==> config.mk <==
export PLATFORM = sky130hd
export DESIGN_NAME = fepc_top
export DESIGN_NICKNAME = d
export VERILOG_FILES = /design/src/logic/fepc_pkg.sv /design/src/logic/fepc_sync.sv /design/src/logic/fepc_irq.sv /design/src/logic/fepc_top.sv
export SDC_FILE = /design/constraint.sdc
export NUM_CORES = 1
export LEC_CHECK = 0
export BUFFER_PORTS_ARGS = -buffer_cell sky130_fd_sc_hd__buf_2
export CORE_ASPECT_RATIO = 1.75
export CORE_UTILIZATION = 25
export CTS_BUF_LIST = sky130_fd_sc_hd__clkbuf_4 sky130_fd_sc_hd__clkbuf_8
export DETAILED_ROUTE_END_ITERATION = 10
export PLACE_DENSITY = 0.54
export SLEW_MARGIN = 5
export SYNTH_ARGS = -nofsm -noshare
export SYNTH_HDL_FRONTEND = slang
export SYNTH_SLANG_ARGS = --single-unit
==> constraint.sdc <==
create_clock -name core_clk -period 2 [get_ports core_clk]
set_input_delay 0.3 -clock core_clk [delete_from_list [all_inputs] [get_ports core_clk]]
set_output_delay 0.3 -clock core_clk [all_outputs]
set_load 0.01 [all_outputs]
==> src/logic/fepc_pkg.sv <==
// constants and types shared by the flash erase and protection controller
// What this block does
// control register one selects program, verify, erase modes
// erase works from any contents, no prewrite
// software selects one block per erase
// erase pulse lasts while erase enable set
// software runs overflow guard during erase
// dummy write FF at aligned address enables verify
// software repeats erase and verify, 100 maximum
// block all interrupts during program or erase
// reset, subsleep, standby abort and clear registers
// write enable clear prevents program and erase
// block select masks erase; zero protects all
// flash read during operation sets error flag
// non-reset exception during operation sets error
// sleep during operation sets error flag
// error aborts operation, registers keep contents
// in error, only verify modes enterable
// only power-on reset clears error protection
// error flag readable, software writes ignored
package fepc_pkg;

    // ----------------------------------------------------------------
    // register map (byte offsets on the register port)
    // ----------------------------------------------------------------
    localparam logic [3:0] FEPC_ADDR_CTRL_ONE  = 4'h0;
    localparam logic [3:0] FEPC_ADDR_CTRL_TWO  = 4'h1;
    localparam logic [3:0] FEPC_ADDR_BLOCK_SEL = 4'h2;
    localparam logic [3:0] FEPC_ADDR_IRQ_STAT  = 4'h3;
    localparam logic [3:0] FEPC_ADDR_IRQ_MASK  = 4'h4;
    localparam logic [3:0] FEPC_ADDR_VERIFY    = 4'h5;

    // ----------------------------------------------------------------
    // control register one fields, then the error flag bit of control register two
    // ----------------------------------------------------------------
    localparam int FEPC_BIT_PROG_EN  = 0;
    localparam int FEPC_BIT_ERASE_EN = 1;
    localparam int FEPC_BIT_PROG_VFY  = 2;
    localparam int FEPC_BIT_ERASE_VFY = 3;
    localparam int FEPC_BIT_WR_EN     = 6;
    localparam logic [7:0] FEPC_CTRL_ONE_MASK = 8'h4F;
    localparam int FEPC_BIT_ERR_FLAG  = 7;

    // interrupt status bits
    localparam int FEPC_IRQ_ERROR    = 0;
    localparam int FEPC_IRQ_ERASE_END = 1;

    localparam logic [7:0] FEPC_RESET_BYTE  = 8'h00;
    localparam logic [7:0] FEPC_DUMMY_DATA  = 8'hFF;
    localparam logic [1:0] FEPC_ALIGN_LOW   = 2'h0;

    typedef enum logic [1:0] {
        FEPC_IDLE   = 2'b00,
        FEPC_ACTIVE = 2'b01,
        FEPC_ERROR  = 2'b11
    } fepc_state_t;

    // strap synchroniser depth
    localparam int FEPC_SYNC_DEPTH = 2;

endpackage

==> src/logic/fepc_sync.sv <==
// two-flop synchroniser for asynchronous level inputs
`timescale 1ns/10ps
module fepc_sync
    import fepc_pkg::*;
#(
    parameter int WIDTH = 1
) (
    input  wire logic             core_clk,
    input  wire logic             rstn,
    input  wire logic [WIDTH-1:0] async_in,
    output logic      [WIDTH-1:0] sync_out
);
    logic [WIDTH-1:0] meta_q;

    // first stage feeds only the second
    always_ff @(posedge core_clk) begin
        if (!rstn) begin
            meta_q   <= '0;
            sync_out <= '0;
        end else begin
            meta_q   <= async_in;
            sync_out <= meta_q;
        end
    end
endmodule

==> src/logic/fepc_irq.sv <==
// sticky status, mask and level interrupt for the controller
`timescale 1ns/10ps
module fepc_irq
    import fepc_pkg::*;
(
    input  wire logic       core_clk,
    input  wire logic       rstn,
    input  wire logic [1:0] event_set,
    input  wire logic [1:0] clear_ones,
    input  wire logic       mask_we,
    input  wire logic [1:0] mask_wdata,
    output logic      [1:0] status_q,
    output logic      [1:0] mask_q,
    output logic            irq_q
);
    always_ff @(posedge core_clk) begin
        if (!rstn) begin
            status_q <= '0;
        end else begin
            // set beats a simultaneous clear
            status_q <= (status_q & ~clear_ones) | event_set;
        end
    end

    always_ff @(posedge core_clk) begin
        if (!rstn) begin
            mask_q <= '0;
        end else if (mask_we) begin
            mask_q <= mask_wdata;
        end
    end

    always_ff @(posedge core_clk) begin
        if (!rstn) begin
            irq_q <= 1'b0;
        end else begin
            irq_q <= |(((status_q & ~clear_ones) | event_set) & mask_q);
        end
    end
endmodule

==> src/logic/fepc_top.sv <==
// flash erase sequencer with hardware, software and error protection
`timescale 1ns/10ps
module fepc_top
    import fepc_pkg::*;
(
    input  wire logic       core_clk,
    input  wire logic       rstn,
    input  wire logic       por_n,
    input  wire logic       subsleep_req,
    input  wire logic       standby_req,
    input  wire logic [3:0] reg_addr,
    input  wire logic [7:0] reg_wdata,
    input  wire logic       reg_we,
    input  wire logic       reg_re,
    output logic      [7:0] reg_rdata,
    input  wire logic       cpu_flash_read,
    input  wire logic       cpu_exception,
    input  wire logic       cpu_sleep,
    input  wire logic       boot_running,
    input  wire logic       flash_wr,
    input  wire logic [1:0] flash_wr_addr_low,
    input  wire logic [7:0] flash_wr_data,
    output logic      [7:0] erase_pulse_q,
    output logic            prog_pulse_q,
    output logic            verify_prog_q,
    output logic            verify_erase_q,
    output logic            verify_armed_q,
    output logic            irq_block_q,
    output logic            flash_error_q,
    output logic            irq
);
    // ----------------------------------------------------------------
    // low-power and power-on inputs: two flops before use
    // ----------------------------------------------------------------
    logic [1:0] lowpwr_s;
    logic       por_s;
    logic [1:0] status_q;
    logic [1:0] mask_q;
    logic [1:0] event_set;
    logic [1:0] clear_ones;
    logic       irq_q;

    fepc_sync #(.WIDTH(2)) u_sync_pwr (
        .core_clk (core_clk),
        .rstn     (rstn),
        .async_in ({standby_req, subsleep_req}),
        .sync_out (lowpwr_s)
    );

    fepc_sync #(.WIDTH(1)) u_sync_por (
        .core_clk (core_clk),
        .rstn     (1'b1),
        .async_in (por_n),
        .sync_out (por_s)
    );

    // ----------------------------------------------------------------
    // registers
    // ----------------------------------------------------------------
    logic [7:0]  ctrl_one_q;
    logic [7:0]  block_sel_q;
    fepc_state_t state_q;
    logic        hw_abort;
    logic        busy;
    logic        err_event;

    function automatic logic wr_hit(input logic [3:0] a, input logic [3:0] off);
        return reg_we && (a == off);
    endfunction

    function automatic logic verify_on(input logic [7:0] c);
        return c[FEPC_BIT_PROG_VFY] || c[FEPC_BIT_ERASE_VFY];
    endfunction

    assign hw_abort = |lowpwr_s;
    assign busy     = ctrl_one_q[FEPC_BIT_WR_EN] && (state_q != FEPC_ERROR)
                    && (ctrl_one_q[FEPC_BIT_PROG_EN] || ctrl_one_q[FEPC_BIT_ERASE_EN]);
    assign err_event = busy && (cpu_flash_read || cpu_exception || cpu_sleep);

    // registers cleared by reset or low-power entry, kept through error
    always_ff @(posedge core_clk) begin
        if (!rstn) begin
            ctrl_one_q <= FEPC_RESET_BYTE;
        end else if (hw_abort) begin
            ctrl_one_q <= FEPC_RESET_BYTE;
        end else if (wr_hit(reg_addr, FEPC_ADDR_CTRL_ONE)) begin
            ctrl_one_q <= reg_wdata & FEPC_CTRL_ONE_MASK;
        end
    end

    always_ff @(posedge core_clk) begin
        if (!rstn) begin
            block_sel_q <= FEPC_RESET_BYTE;
        end else if (hw_abort) begin
            block_sel_q <= FEPC_RESET_BYTE;
        end else if (wr_hit(reg_addr, FEPC_ADDR_BLOCK_SEL)) begin
            block_sel_q <= reg_wdata;
        end
    end

    // ----------------------------------------------------------------
    // error protection state
    // ----------------------------------------------------------------
    // error protection survives ordinary reset; only power-on clears it
    always_ff @(posedge core_clk) begin
        if (!por_s) begin
            state_q <= FEPC_IDLE;
        end else begin
            case (state_q)
                FEPC_ERROR: begin
                    state_q <= FEPC_ERROR;
                end
                default: begin
                    if (err_event) begin
                        state_q <= FEPC_ERROR;
                    end else if (busy && rstn && !hw_abort) begin
                        state_q <= FEPC_ACTIVE;
                    end else begin
                        state_q <= FEPC_IDLE;
                    end
                end
            endcase
        end
    end

    // ----------------------------------------------------------------
    // flash array drive
    // ----------------------------------------------------------------
    // erase pulse held only while enable bit stays set; no prewrite needed
    always_ff @(posedge core_clk) begin
        if (!rstn || hw_abort || err_event) begin
            erase_pulse_q <= FEPC_RESET_BYTE;
        end else if (busy && ctrl_one_q[FEPC_BIT_ERASE_EN]) begin
            erase_pulse_q <= block_sel_q;
        end else begin
            erase_pulse_q <= FEPC_RESET_BYTE;
        end
    end

    always_ff @(posedge core_clk) begin
        if (!rstn || hw_abort || err_event) begin
            prog_pulse_q <= 1'b0;
        end else begin
            prog_pulse_q <= busy && ctrl_one_q[FEPC_BIT_PROG_EN];
        end
    end

    // verify still allowed in error protection
    always_ff @(posedge core_clk) begin
        if (!rstn || hw_abort) begin
            verify_prog_q  <= 1'b0;
            verify_erase_q <= 1'b0;
        end else begin
            verify_prog_q  <= ctrl_one_q[FEPC_BIT_PROG_VFY];
            verify_erase_q <= ctrl_one_q[FEPC_BIT_ERASE_VFY];
        end
    end

    // dummy write arms verify read
    always_ff @(posedge core_clk) begin
        if (!rstn || hw_abort) begin
            verify_armed_q <= 1'b0;
        end else if (!verify_on(ctrl_one_q)) begin
            verify_armed_q <= 1'b0;
        end else if (flash_wr && flash_wr_data == FEPC_DUMMY_DATA
                     && flash_wr_addr_low == FEPC_ALIGN_LOW) begin
            verify_armed_q <= 1'b1;
        end
    end

    always_ff @(posedge core_clk) begin
        if (!rstn) begin
            irq_block_q <= 1'b0;
        end else begin
            irq_block_q <= (busy && !err_event && !hw_abort) || boot_running;
        end
    end

    always_ff @(posedge core_clk) begin
        if (!por_s) begin
            flash_error_q <= 1'b0;
        end else begin
            flash_error_q <= (state_q == FEPC_ERROR) || err_event;
        end
    end

    // ----------------------------------------------------------------
    // interrupts
    // ----------------------------------------------------------------
    logic erase_was_q;

    always_ff @(posedge core_clk) begin
        if (!rstn) begin
            erase_was_q <= 1'b0;
        end else begin
            erase_was_q <= |erase_pulse_q;
        end
    end

    // an erase aborted by error or low-power entry raises erase end too, so software sees the stop
    assign event_set  = {erase_was_q && !(|erase_pulse_q), err_event};
    assign clear_ones = wr_hit(reg_addr, FEPC_ADDR_IRQ_STAT) ? reg_wdata[1:0] : 2'h0;

    fepc_irq u_irq (
        .core_clk   (core_clk),
        .rstn       (rstn),
        .event_set  (event_set),
        .clear_ones (clear_ones),
        .mask_we    (wr_hit(reg_addr, FEPC_ADDR_IRQ_MASK)),
        .mask_wdata (reg_wdata[1:0]),
        .status_q   (status_q),
        .mask_q     (mask_q),
        .irq_q      (irq_q)
    );

    always_ff @(posedge core_clk) begin
        if (!rstn) begin
            irq <= 1'b0;
        end else begin
            irq <= irq_q;
        end
    end

    // ----------------------------------------------------------------
    // read port: data one cycle after strobe, else zero
    // ----------------------------------------------------------------
    always_ff @(posedge core_clk) begin
        if (!rstn) begin
            reg_rdata <= FEPC_RESET_BYTE;
        end else if (reg_re) begin
            case (reg_addr)
                FEPC_ADDR_CTRL_ONE:  reg_rdata <= ctrl_one_q;
                FEPC_ADDR_CTRL_TWO:  reg_rdata <= {flash_error_q, 7'h00};
                FEPC_ADDR_BLOCK_SEL: reg_rdata <= block_sel_q;
                FEPC_ADDR_IRQ_STAT:  reg_rdata <= {6'h00, status_q};
                FEPC_ADDR_IRQ_MASK:  reg_rdata <= {6'h00, mask_q};
                FEPC_ADDR_VERIFY:    reg_rdata <= {7'h00, verify_armed_q};
                default:             reg_rdata <= FEPC_RESET_BYTE;
            endcase
        end else begin
            reg_rdata <= FEPC_RESET_BYTE;
        end
    end

    // ----------------------------------------------------------------
    // checks
    // ----------------------------------------------------------------
    wren_gates_erase_a: assert property (@(posedge core_clk) disable iff (!rstn)
        !ctrl_one_q[FEPC_BIT_WR_EN] |=> erase_pulse_q == 8'h00) else $error("erase without write enable");
    erase_follows_en_a: assert property (@(posedge core_clk) disable iff (!rstn || hw_abort)
        busy && ctrl_one_q[FEPC_BIT_ERASE_EN] && !err_event |=> erase_pulse_q == $past(block_sel_q))
        else $error("erase pulse not following enable");
    mask_zero_a: assert property (@(posedge core_clk) disable iff (!rstn)
        block_sel_q == 8'h00 |=> erase_pulse_q == 8'h00) else $error("erase with empty mask");
    irq_blocked_a: assert property (@(posedge core_clk) disable iff (!rstn || hw_abort)
        busy && !err_event |=> irq_block_q) else $error("interrupts not blocked");
    err_sets_flag_a: assert property (@(posedge core_clk) disable iff (!por_s)
        err_event |=> flash_error_q ##1 flash_error_q) else $error("error flag not set");
    err_aborts_a: assert property (@(posedge core_clk) disable iff (!rstn)
        err_event |=> erase_pulse_q == 8'h00 && !prog_pulse_q) else $error("abort missing");
    err_sticky_a: assert property (@(posedge core_clk) disable iff (!por_s)
        flash_error_q |=> flash_error_q) else $error("error flag dropped");
    err_no_reentry_a: assert property (@(posedge core_clk) disable iff (!rstn)
        state_q == FEPC_ERROR |=> !prog_pulse_q && erase_pulse_q == 8'h00) else $error("reentered in error");
    hw_clears_a: assert property (@(posedge core_clk) disable iff (!rstn)
        hw_abort |=> ctrl_one_q == 8'h00 && block_sel_q == 8'h00) else $error("low power did not clear");

    // drive, readback and retention
    wren_blocks_prog_a: assert property (@(posedge core_clk) disable iff (!rstn)
        !ctrl_one_q[FEPC_BIT_WR_EN] |=> !prog_pulse_q)
        else $error("program without write enable");
    verify_in_error_a: assert property (@(posedge core_clk) disable iff (!rstn || hw_abort)
        state_q == FEPC_ERROR && ctrl_one_q[FEPC_BIT_ERASE_VFY] |=> verify_erase_q)
        else $error("verify refused in error");
    boot_blocks_irq_a: assert property (@(posedge core_clk) disable iff (!rstn)
        boot_running |=> irq_block_q)
        else $error("interrupts open during boot");
    hw_stops_drive_a: assert property (@(posedge core_clk) disable iff (!rstn)
        hw_abort |=> erase_pulse_q == 8'h00 && !prog_pulse_q && !verify_armed_q)
        else $error("low power left array driven");
    flag_readback_a: assert property (@(posedge core_clk) disable iff (!rstn)
        reg_re && reg_addr == FEPC_ADDR_CTRL_TWO |=> reg_rdata == {$past(flash_error_q), 7'h00})
        else $error("error flag read wrong");
    verify_arm_a: assert property (@(posedge core_clk) disable iff (!rstn || hw_abort)
        verify_on(ctrl_one_q) && flash_wr && flash_wr_data == FEPC_DUMMY_DATA
        && flash_wr_addr_low == FEPC_ALIGN_LOW |=> verify_armed_q)
        else $error("dummy write did not arm verify");
    erase_end_sets_a: assert property (@(posedge core_clk) disable iff (!rstn)
        erase_was_q && !(|erase_pulse_q) |=> status_q[FEPC_IRQ_ERASE_END])
        else $error("erase end not flagged");
    err_needs_busy_a: assert property (@(posedge core_clk) disable iff (!por_s)
        !busy && state_q != FEPC_ERROR |=> !flash_error_q)
        else $error("error flag without operation");
    err_keeps_regs_a: assert property (@(posedge core_clk) disable iff (!rstn)
        err_event && !hw_abort && !reg_we
        |=> ctrl_one_q == $past(ctrl_one_q) && block_sel_q == $past(block_sel_q))
        else $error("error changed registers");

    erase_seen_c: cover property (@(posedge core_clk) disable iff (!rstn) |erase_pulse_q);
    error_seen_c: cover property (@(posedge core_clk) disable iff (!rstn) err_event);
    verify_seen_c: cover property (@(posedge core_clk) disable iff (!rstn) verify_armed_q);
    prog_seen_c: cover property (@(posedge core_clk) disable iff (!rstn) prog_pulse_q);
    lowpwr_seen_c: cover property (@(posedge core_clk) disable iff (!rstn) hw_abort);
endmodule

==> flow_summary.json, run 1 <==
{
  "layout_commonest_cell": "buf_2",
  "report.final.slew_viol_count": 0,
  "io_pins": 57,
  "areaGrowthSynthToFinish_pct": 27.2,
  "sum_of_routed_wire_length_over_all_layers_um": 4500,
  "fp-row-count": 40,
  "mappedNetlistArea_um2": 1760,
  "clock_sink_count": 49,
  "setup_repair_after_global_routing_missed_its_margin": "false",
  "drt_iter0_markers": 53,
  "ant_nets": 0,
  "outcome": "finished, final reports clean",
  "start_util_pct": 25.7,
  "hp-class": "input port to flop",
  "dieArea_um2": 7390,
  "core_area_um2": 6860,
  "grt_pass1_wl_um": 7190,
  "layout.filler_cells": 720,
  "tritoncts.num_buffers": 5,
  "syn-num-nets": 217,
  "synth.yosys.warnings": 0,
  "detail_route.vias_per_cell": 4.64,
  "clock_latency_ns": 0.31,
  "fp.dieW_um": 65.4,
  "yosys_most_used_dff": "dfxtp_1",
  "drc_violation_count_after_routing": 0,
  "via_count": 1521,
  "max_clock_freq_mhz": 674,
  "synth-edff-count": 0,
  "final_nets": 277,
  "post_synth.cell_area_avg_um2": 9.62,
  "finalSetupViolCount": 0,
  "grt-ovfl-total": 0,
  "timing.final.crit_share_pct": 74.1,
  "pin_count_of_the_biggest_net_entering_global_routing": 18,
  "number_of_antenna_violations_at_the_first_check_in_global_routing": 0,
  "diodes": 0,
  "yosysSeqAreaShare_pct": 55.7,
  "gpl.final_weighted_congestion": 0.834,
  "floorplan.die.height_um": 113,
  "drv.max_cap_violation_count": 0,
  "period_minus_ws_final_ns": 1.48,
  "syn-instance-count": 183,
  "critical_path_required_ns": 2.25,
  "critPathKind": "flop to flop",
  "buffer_ports.inserted": 56,
  "cts_tree": "built",
  "worstSetupStartpointType": "flop",
  "layout_common_cells": "56 x buf_2, 49 x dfxtp_1, 26 x nand2_1",
  "cts_max_path_buffers": 2,
  "async_reset_ff_share_pct": 0,
  "vias_in_the_first_global_route": 1467,
  "critPathMaxFanout": 9,
  "detail_route.first_pass.iterations": 4,
  "hold_buf_cts": 0,
  "slew_headroom_pct": 61.4,
  "gr-usage-all-layers_pct": 13.1,
  "total_leakage_power_nw": 0.960,
  "yosys_register_bits": 49,
  "cts.repair.resized": 0,
  "powerDensity_nw_per_um2": 762,
  "cts-root-buf": "clkbuf_8",
  "peakVddDrop_mv": 0.425,
  "endpoint_kind": "flop",
  "multi_input_area_um2": 738,
  "worst-endpoint-arrival_ns": 1.73,
  "whs_ns": 0.0867,
  "cts_htree_levels": 2,
  "setup_tns_ns": 0,
  "worst_setup_hold_path_clk_slew_ns": 0.09,
  "finalHoldViolations": 0,
  "postCtsSetupRepairBufs": 0,
  "dp_hpwl_um": 3490,
  "tightest_slew_ns": 0.574,
  "clock_skew_ns": 0.0114,
  "synth_cell_types": 35,
  "route.detailed.wl_per_inst_um": 13.7,
  "final-seq-area_um2": 981,
  "post_route_cells_drive_above_1_share_pct": 30.3
}
-- critical path: stages, from the launching register on --
cell and delay (ns):
dfxtp_1 0.38, a21boi_0 0.28, nand2_1 0.08, nor2_1 0.45, and3_1 0.24
-- kinds of logic after synthesis --
family          after synthesis  synth area share (%)
flops                        49                  55.7
compound gates               33                  12.6
buf+inv                       8                  2.34
mux                           4                  2.35
simple gates                 89                  27.0
-- synthesized netlist by cell type (2+ instances only) --
| master | n | area [um2] |
|---|---|---|
| and2_1 | 12 | 75.1 |
| nand2_1 | 26 | 97.6 |
| a32o_1 | 2 | 20.0 |
| a21boi_0 | 4 | 30.0 |
| a21oi_1 | 14 | 70.1 |
| buf_2 | 3 | 15.0 |
| nor2b_1 | 3 | 18.8 |
| and3_1 | 10 | 62.6 |
| dfxtp_1 | 49 | 981 |
| nor4_1 | 3 | 18.8 |
| a211o_1 | 2 | 17.5 |
| nor2_1 | 8 | 30.0 |
| nand3_1 | 16 | 80.1 |
| nand4_1 | 3 | 18.8 |
| clkbuf_1 | 4 | 15.0 |
| mux2i_1 | 3 | 30.0 |
| o21a_1 | 3 | 22.5 |
-- state kept, by name, indices dropped and copies added (netlist names), 2 cells and up --
signal and count:
block_sel_q 8, ctrl_one_q 5, erase_pulse_q 8, reg_rdata 8
state_q 2, u_irq.mask_q 2, u_irq.status_q 2, u_sync_pwr.meta_q 2
u_sync_pwr.sync_out 2
-- per-layer routing --
layer	GRT usage [%]	vias to the layer above	routed length [um]
met2	25.6	35	2620
met5	0	-	0
met4	5.65	0	76
li1	-	765	-
met3	2.92	4	168
met1	12.5	717	1640
-- worst paths after layout --
path,start,endpoint,slack (ns),cells after the start
max reg2reg,ctrl_one_q[6],erase_pulse_q[2],0.52,4
min reg2reg,u_sync_por.meta_q,u_sync_por.sync_out,0.35,0
min,por_n,u_sync_por.meta_q,0.09,1
max,ctrl_one_q[6],erase_pulse_q[2],0.52,4
-- area by class of cell --
class | count | area share [%]
Tap cell | 84 | 4.70
Multi-Input combinational cell | 126 | 33.0
Clock inverter | 2 | 0.615
Timing Repair Buffer | 61 | 14.2
Sequential cell | 49 | 43.8
Clock buffer | 6 | 3.69
-- per-stage QoR --
stage	setup slack [ns]	util (%)	total power [mW]	std cells	cell area, um2
detailed placement	0.418	31.2	1.12	320	2140
global placement	0.430	31.2	1.12	320	2140
finish	0.517	32.6	1.71	328	2240
global route	0.426	32.6	1.78	328	2240
floorplan	0.672	-	1.06	183	1760
CTS	0.527	32.6	1.73	328	2240
-- where the power goes --
| part | switching (mW) | internal, mW | total (mW) |
|---|---|---|---|
| sequential | 0.00437 | 0.985 | 0.989 |
| combinational | 0.0616 | 0.0467 | 0.108 |
| clock | 0.328 | 0.281 | 0.609 |
| total | 0.394 | 1.31 | 1.71 |
Power figures use the tool's default switching activity.
==> inputs of run 2 (changes only) <==
- PLACE_DENSITY: 0.54 -> 0.56
- clock period: 2 -> 1.3 ns (I/O delays scaled with it)
==> run 2 against run 1 <==
  * Utilization rose by 2.2 points
  * Total power rose by 53%
  * Cell count rose by 5.5%
  * Global-route usage fell by 0.46 points
  * Fmax rose by 27%
  * Combinational power rose by 76%
  * Critical endpoint is now u_irq.irq_q
  * Largest power group unchanged
==> flow_summary.json, run 2 (synthesized netlist as in run 1, its figures left out) <==
{
  "outcome": "finished, final reports clean",
  "detail_route.vias_per_cell": 4.56,
  "ant_nets": 0,
  "fp.dieW_um": 65.4,
  "final_nets": 296,
  "pwr-share-seq_pct": 58.2,
  "endpoint_kind": "flop",
  "drv.max_cap_violation_count": 0,
  "buffer_ports.inserted": 56,
  "start_util_pct": 25.7,
  "worst_reg2reg_path_length_in_cells": 4,
  "endpoint_of_the_worst_hold_path": "irq_block_q",
  "powerDensity_nw_per_um2": 1090,
  "critPathKind": "flop to flop",
  "clock_sink_count": 49,
  "cts_max_path_buffers": 2,
  "clock_skew_ns": 0.00514,
  "route.detailed.wl_per_inst_um": 12.7,
  "via_count": 1578,
  "tightest_slew_ns": 0.378,
  "io_pins": 57,
  "cts_tree": "built",
  "diodes": 0,
  "detail_route.first_pass.iterations": 4,
  "rrSetupSlack_ns": 0.13,
  "drc_violation_count_after_routing": 0,
  "worstSetupStartpointType": "flop",
  "setup_tns_ns": 0,
  "gr-usage-all-layers_pct": 12.7,
  "total_leakage_power_nw": 1.05,
  "setup_repair_after_global_routing_missed_its_margin": "false",
  "timing.final.crit_share_pct": 90.1,
  "dp_hpwl_um": 3510,
  "cts-root-buf": "clkbuf_8",
  "period_minus_ws_final_ns": 1.17,
  "sum_of_routed_wire_length_over_all_layers_um": 4400,
  "slew_headroom_pct": 74.7,
  "pin_count_of_the_biggest_net_entering_global_routing": 17,
  "hp-class": "input port to flop",
  "peakVddDrop_mv": 0.429,
  "worst_r2r_startpoint": "erase_pulse_q[1]",
  "vias_in_the_first_global_route": 1562,
  "report.final.slew_viol_count": 0,
  "floorplan.die.height_um": 113,
  "worst_setup_hold_path_clk_slew_ns": 0.08,
  "drt_iter0_markers": 27,
  "grt_pass1_wl_um": 7110,
  "stdcell_area_um2": 2390,
  "regToRegEndpoint": "u_irq.irq_q",
  "areaGrowthSynthToFinish_pct": 35.5,
  "finalHoldViolations": 0,
  "fin_total_pwr_mw": 2.61,
  "dpl_cell_area_um2": 2280,
  "core_area_um2": 6860,
  "switching_share_pct": 22.4,
  "largest_registers": "block_sel_q x8, erase_pulse_q x8, reg_rdata x8",
  "power.combinational.fraction_pct": 7.3,
  "min_from": "boot_running",
  "switching_power_uw": 585,
  "grt-ovfl-total": 0,
  "internal-power_mw": 2.03,
  "clock_latency_ns": 0.30,
  "clockPowerShare_pct": 34.5,
  "dieArea_um2": 7390,
  "number_of_antenna_violations_at_the_first_check_in_global_routing": 0,
  "post_route_cells_drive_above_1_share_pct": 35.5,
  "worst_hold_path.num_cells": 2,
  "critPathMaxFanout": 2,
  "gpl.final_weighted_congestion": 0.852,
  "worst-endpoint-arrival_ns": 1.41,
  "fp-row-count": 40,
  "layout_common_cells": "56 x buf_2, 49 x dfxtp_1, 26 x nand2_1",
  "finalSetupViolCount": 0,
  "postCtsSetupRepairBufs": 0,
  "whs_ns": 0.105,
  "critical_path_required_ns": 1.54,
  "layout_commonest_cell": "buf_2",
  "tritoncts.num_buffers": 5,
  "max_clock_freq_mhz": 853,
  "cts_htree_levels": 2
}
run 2: cell types whose count changed in the layout (fill, tap and decap cells not counted):
cell | before | now
buf_4 | 5 | 23
a21boi_0 | 4 | 3
a21boi_1 | 0 | 1
clkinv_2 | 1 | 0
clkinv_4 | 1 | 0
clkinvlp_4 | 0 | 1
dlygate4sd3_1 | 0 | 1
nor2_1 | 8 | 7
nor2_2 | 1 | 2
nor4_1 | 3 | 2
nor4_2 | 0 | 1
o21ai_0 | 1 | 0
o21ai_1 | 0 | 1
run 2: layout make-up:
type	instances	area [um2]
clock buffer	6	82.6
multi-input combinational	126	747
tap	84	105
clock inverter	1	7.51
timing repair buffer	80	463
sequential	49	981
fill	713	4470
run 2: power groups by stage:
| stage | logic [mW] | registers, mW | clock network, mW |
|---|---|---|---|
| 6_report | 0.190 | 1.52 | 0.901 |
| 5_1_grt | 0.207 | 1.52 | 0.994 |
| 4_1_cts | 0.191 | 1.52 | 0.932 |
| 3_5_place_dp | 0.188 | 1.56 | 0 |
| 3_3_place_gp | 0.187 | 1.56 | 0 |
| 2_1_floorplan | 0.0770 | 1.56 | 0 |
run 2: stage by stage:
step	setup WS [ns]	cells	utilization, %
detailed placement	-0.0257	338	33.2
CTS	0.0761	346	34.7
global route	0.000477	346	34.8
global placement	-0.0176	338	33.2
floorplan	0.0772	183	-
finish	0.128	346	34.8
run 2: worst max-delay path, cell delays in order, from the launching register on:
cell	delay [ns]
dfxtp_1	0.31
nor4_1	0.30
buf_4	0.17
a32o_1	0.19
a32o_1	0.14
run 2: worst max-delay path by stage:
stage | from | to | slack, ns | cells past startpoint
after global placement | reg_addr[3] | reg_rdata[3] | -0.02 | 4
after global routing | ctrl_one_q[6] | u_irq.irq_q | 0.0005 | 4
after floorplan | reg_addr[2] | u_irq.irq_q | 0.08 | 5
final | erase_pulse_q[1] | u_irq.irq_q | 0.13 | 4
after CTS | erase_pulse_q[5] | u_irq.irq_q | 0.08 | 4
after detailed placement | reg_addr[3] | reg_rdata[3] | -0.03 | 4
run 2: repair_timing:
item                                    CTS  global route
endpoints found under the setup margin    0            14
endpoints found under the hold margin     1             0
gates resized for setup                   0             4
hold buffers                              1             0
run 2: metal layers:
| metal | global-route usage, % | vias to the layer above | part of all wire [%] |
|---|---|---|---|
| met5 | 0 | - | 0 |
| met4 | 8.26 | 0 | 4.0 |
| met3 | 2.22 | 11 | 3.2 |
| met2 | 23.4 | 44 | 55 |
| met1 | 12.4 | 724 | 38 |
| li1 | - | 799 | - |
==> inputs of run 3 (changes only) <==
- CTS_BUF_LIST: sky130_fd_sc_hd__clkbuf_4 sky130_fd_sc_hd__clkbuf_8 -> default
==> run 3 against run 2 <==
  * Critical endpoint unchanged
  * Non-clock buffer count fell by 1
  * Clock-buffer cell count is the same
  * Global-route usage is 0.062 points higher
  * Utilization is 0.58 points higher
==> flow_summary.json, run 3 (synthesized netlist as in run 1, its figures left out) <==
{
  "outcome": "finished, final reports clean",
  "dpl_cell_area_um2": 2280,
  "whs_ns": 0.0115,
  "hold_buf_cts": 0,
  "floorplan.die.height_um": 113,
  "report.final.slew_viol_count": 0,
  "min_from": "por_n",
  "detail_route.first_pass.iterations": 4,
  "regToRegEndpoint": "u_irq.irq_q",
  "layout.filler_cells": 707,
  "finalWorstSetupSlack_ns": 0.114,
  "fin_total_pwr_mw": 2.98,
  "drt_iter0_markers": 34,
  "fp-row-count": 40,
  "critPathKind": "flop to flop",
  "endpoint_of_the_worst_hold_path": "u_sync_por.meta_q",
  "number_of_antenna_violations_at_the_first_check_in_global_routing": 0,
  "final_util_pct": 35.4,
  "largest_registers": "block_sel_q x8, erase_pulse_q x8, reg_rdata x8",
  "grt_pass1_wl_um": 7160,
  "power.combinational.fraction_pct": 6.3,
  "worst_setup_hold_path_clk_slew_ns": 0.06,
  "route.detailed.wl_per_inst_um": 12.8,
  "worst_hold_path.num_cells": 1,
  "cpLargestDelayFamily": "compound AO/OA/AOI/OAI gates",
  "finalSetupViolCount": 0,
  "stdcell_area_um2": 2430,
  "multi_input_area_um2": 741,
  "pwr-share-seq_pct": 51.1,
  "cts_htree_levels": 2,
  "clockPowerShare_pct": 42.6,
  "cts-root-buf": "clkbuf_16",
  "endpoint_kind": "flop",
  "worst-endpoint-arrival_ns": 1.41,
  "worst_r2r_startpoint": "erase_pulse_q[5]",
  "dieArea_um2": 7390,
  "worst_slack_after_detailed_placement_ns": -0.0257,
  "final_nets": 295,
  "dp_hpwl_um": 3510,
  "internal-power_mw": 2.36,
  "detail_route.vias_per_cell": 4.56,
  "fp.dieW_um": 65.4,
  "pin_count_of_the_biggest_net_entering_global_routing": 17,
  "worstSetupStartpointType": "flop",
  "timing.final.crit_share_pct": 91.2,
  "postCtsSetupRepairBufs": 0,
  "tightest_slew_ns": 0.378,
  "finalHoldViolations": 0,
  "hp-class": "input port to flop",
  "gpl.final_weighted_congestion": 0.852,
  "post_route_cells_drive_above_1_share_pct": 35.2,
  "buffer_ports.inserted": 56,
  "areaGrowthSynthToFinish_pct": 37.8,
  "sum_of_routed_wire_length_over_all_layers_um": 4430,
  "layout_common_cells": "56 x buf_2, 49 x dfxtp_1, 26 x nand2_1",
  "max_clock_freq_mhz": 843,
  "path_common_cell": "a32o_1",
  "cts.repair.resized": 0,
  "drc_violation_count_after_routing": 0,
  "final-seq-area_um2": 981,
  "gr-usage-all-layers_pct": 12.7,
  "clock_sink_count": 49,
  "setup_repair_after_global_routing_missed_its_margin": "false",
  "vias_in_the_first_global_route": 1554,
  "tritoncts.num_buffers": 5,
  "cts_tree": "built",
  "period_minus_ws_final_ns": 1.19,
  "start_util_pct": 25.7,
  "slowest_stage": "dfxtp_1",
  "core_area_um2": 6860,
  "cts_max_path_buffers": 2,
  "io_pins": 57,
  "total_leakage_power_nw": 1.07,
  "switching_power_uw": 621,
  "critPathMaxFanout": 2,
  "peakVddDrop_mv": 0.469,
  "drv.max_cap_violation_count": 0,
  "worst_path_largest_cell_delay_ns": 0.31,
  "clock_skew_ns": 0.00398,
  "via_count": 1573,
  "grt-ovfl-total": 0,
  "diodes": 0,
  "critical_path_required_ns": 1.52,
  "crit_buf_inv": 1,
  "worstPathCellList": "nor4_1, buf_4, a32o_1, a32o_1",
  "layout_commonest_cell": "buf_2",
  "switching_share_pct": 20.8,
  "ant_nets": 0,
  "slew_headroom_pct": 74.7,
  "powerDensity_nw_per_um2": 1230,
  "worst_reg2reg_path_length_in_cells": 4,
  "rrSetupSlack_ns": 0.11,
  "clock_latency_ns": 0.28
}
## run 3: cell count changes in the layout (fill, tap and decap cells not counted), sizes merged
cell / before / now
dlygate4sd3: 1 / 0
## run 3: layout make-up
class | instances | area share (%)
Multi-Input combinational cell | 126 | 30.5
Tap cell | 84 | 4.33
Clock buffer | 6 | 5.72
Clock inverter | 1 | 0.309
Timing Repair Buffer | 79 | 18.7
Sequential cell | 49 | 40.4
## run 3: how the worst max path moves through the flow
stage	cells after the start	endpoint	slack, ns	start
global placement	4	reg_rdata[3]	-0.02	reg_addr[3]
CTS	4	u_irq.irq_q	0.08	erase_pulse_q[5]
finish	4	u_irq.irq_q	0.11	erase_pulse_q[5]
global route	4	u_irq.irq_q	0.004	erase_pulse_q[5]
detailed placement	4	reg_rdata[3]	-0.03	reg_addr[3]
floorplan	5	u_irq.irq_q	0.08	reg_addr[2]
## run 3: metrics by stage
step                      setup TNS [ns]  std cells
after global routing                   0        345
after CTS                              0        345
after global placement           -0.0311        338
final                                  0        345
after floorplan                        0        183
after detailed placement         -0.0354        338
## run 3: per-layer routing
metal | GRT usage, % | vias to the layer above | part of all wire, %
met5 | 0 | - | 0
met4 | 7.83 | 0 | 3.8
met3 | 2.22 | 11 | 3.3
met2 | 23.5 | 44 | 55
met1 | 12.7 | 721 | 38
li1 | - | 797 | -
## run 3: worst reg2reg max path, delay by kind of cell (launching register included)
family,cells,cell delay (ns)
AND/OR/NAND/NOR,1,0.32
flip-flops,1,0.31
AO/OA/AOI/OAI,2,0.32
buffers and inverters,1,0.18
## run 3: power by group through the flow
stage	combinational [mW]	sequential, mW	clock [mW]
2_1_floorplan	0.0770	1.56	0
3_5_place_dp	0.188	1.56	0
6_report	0.188	1.52	1.27
4_1_cts	0.189	1.52	1.30
5_1_grt	0.205	1.52	1.37
3_3_place_gp	0.187	1.56	0
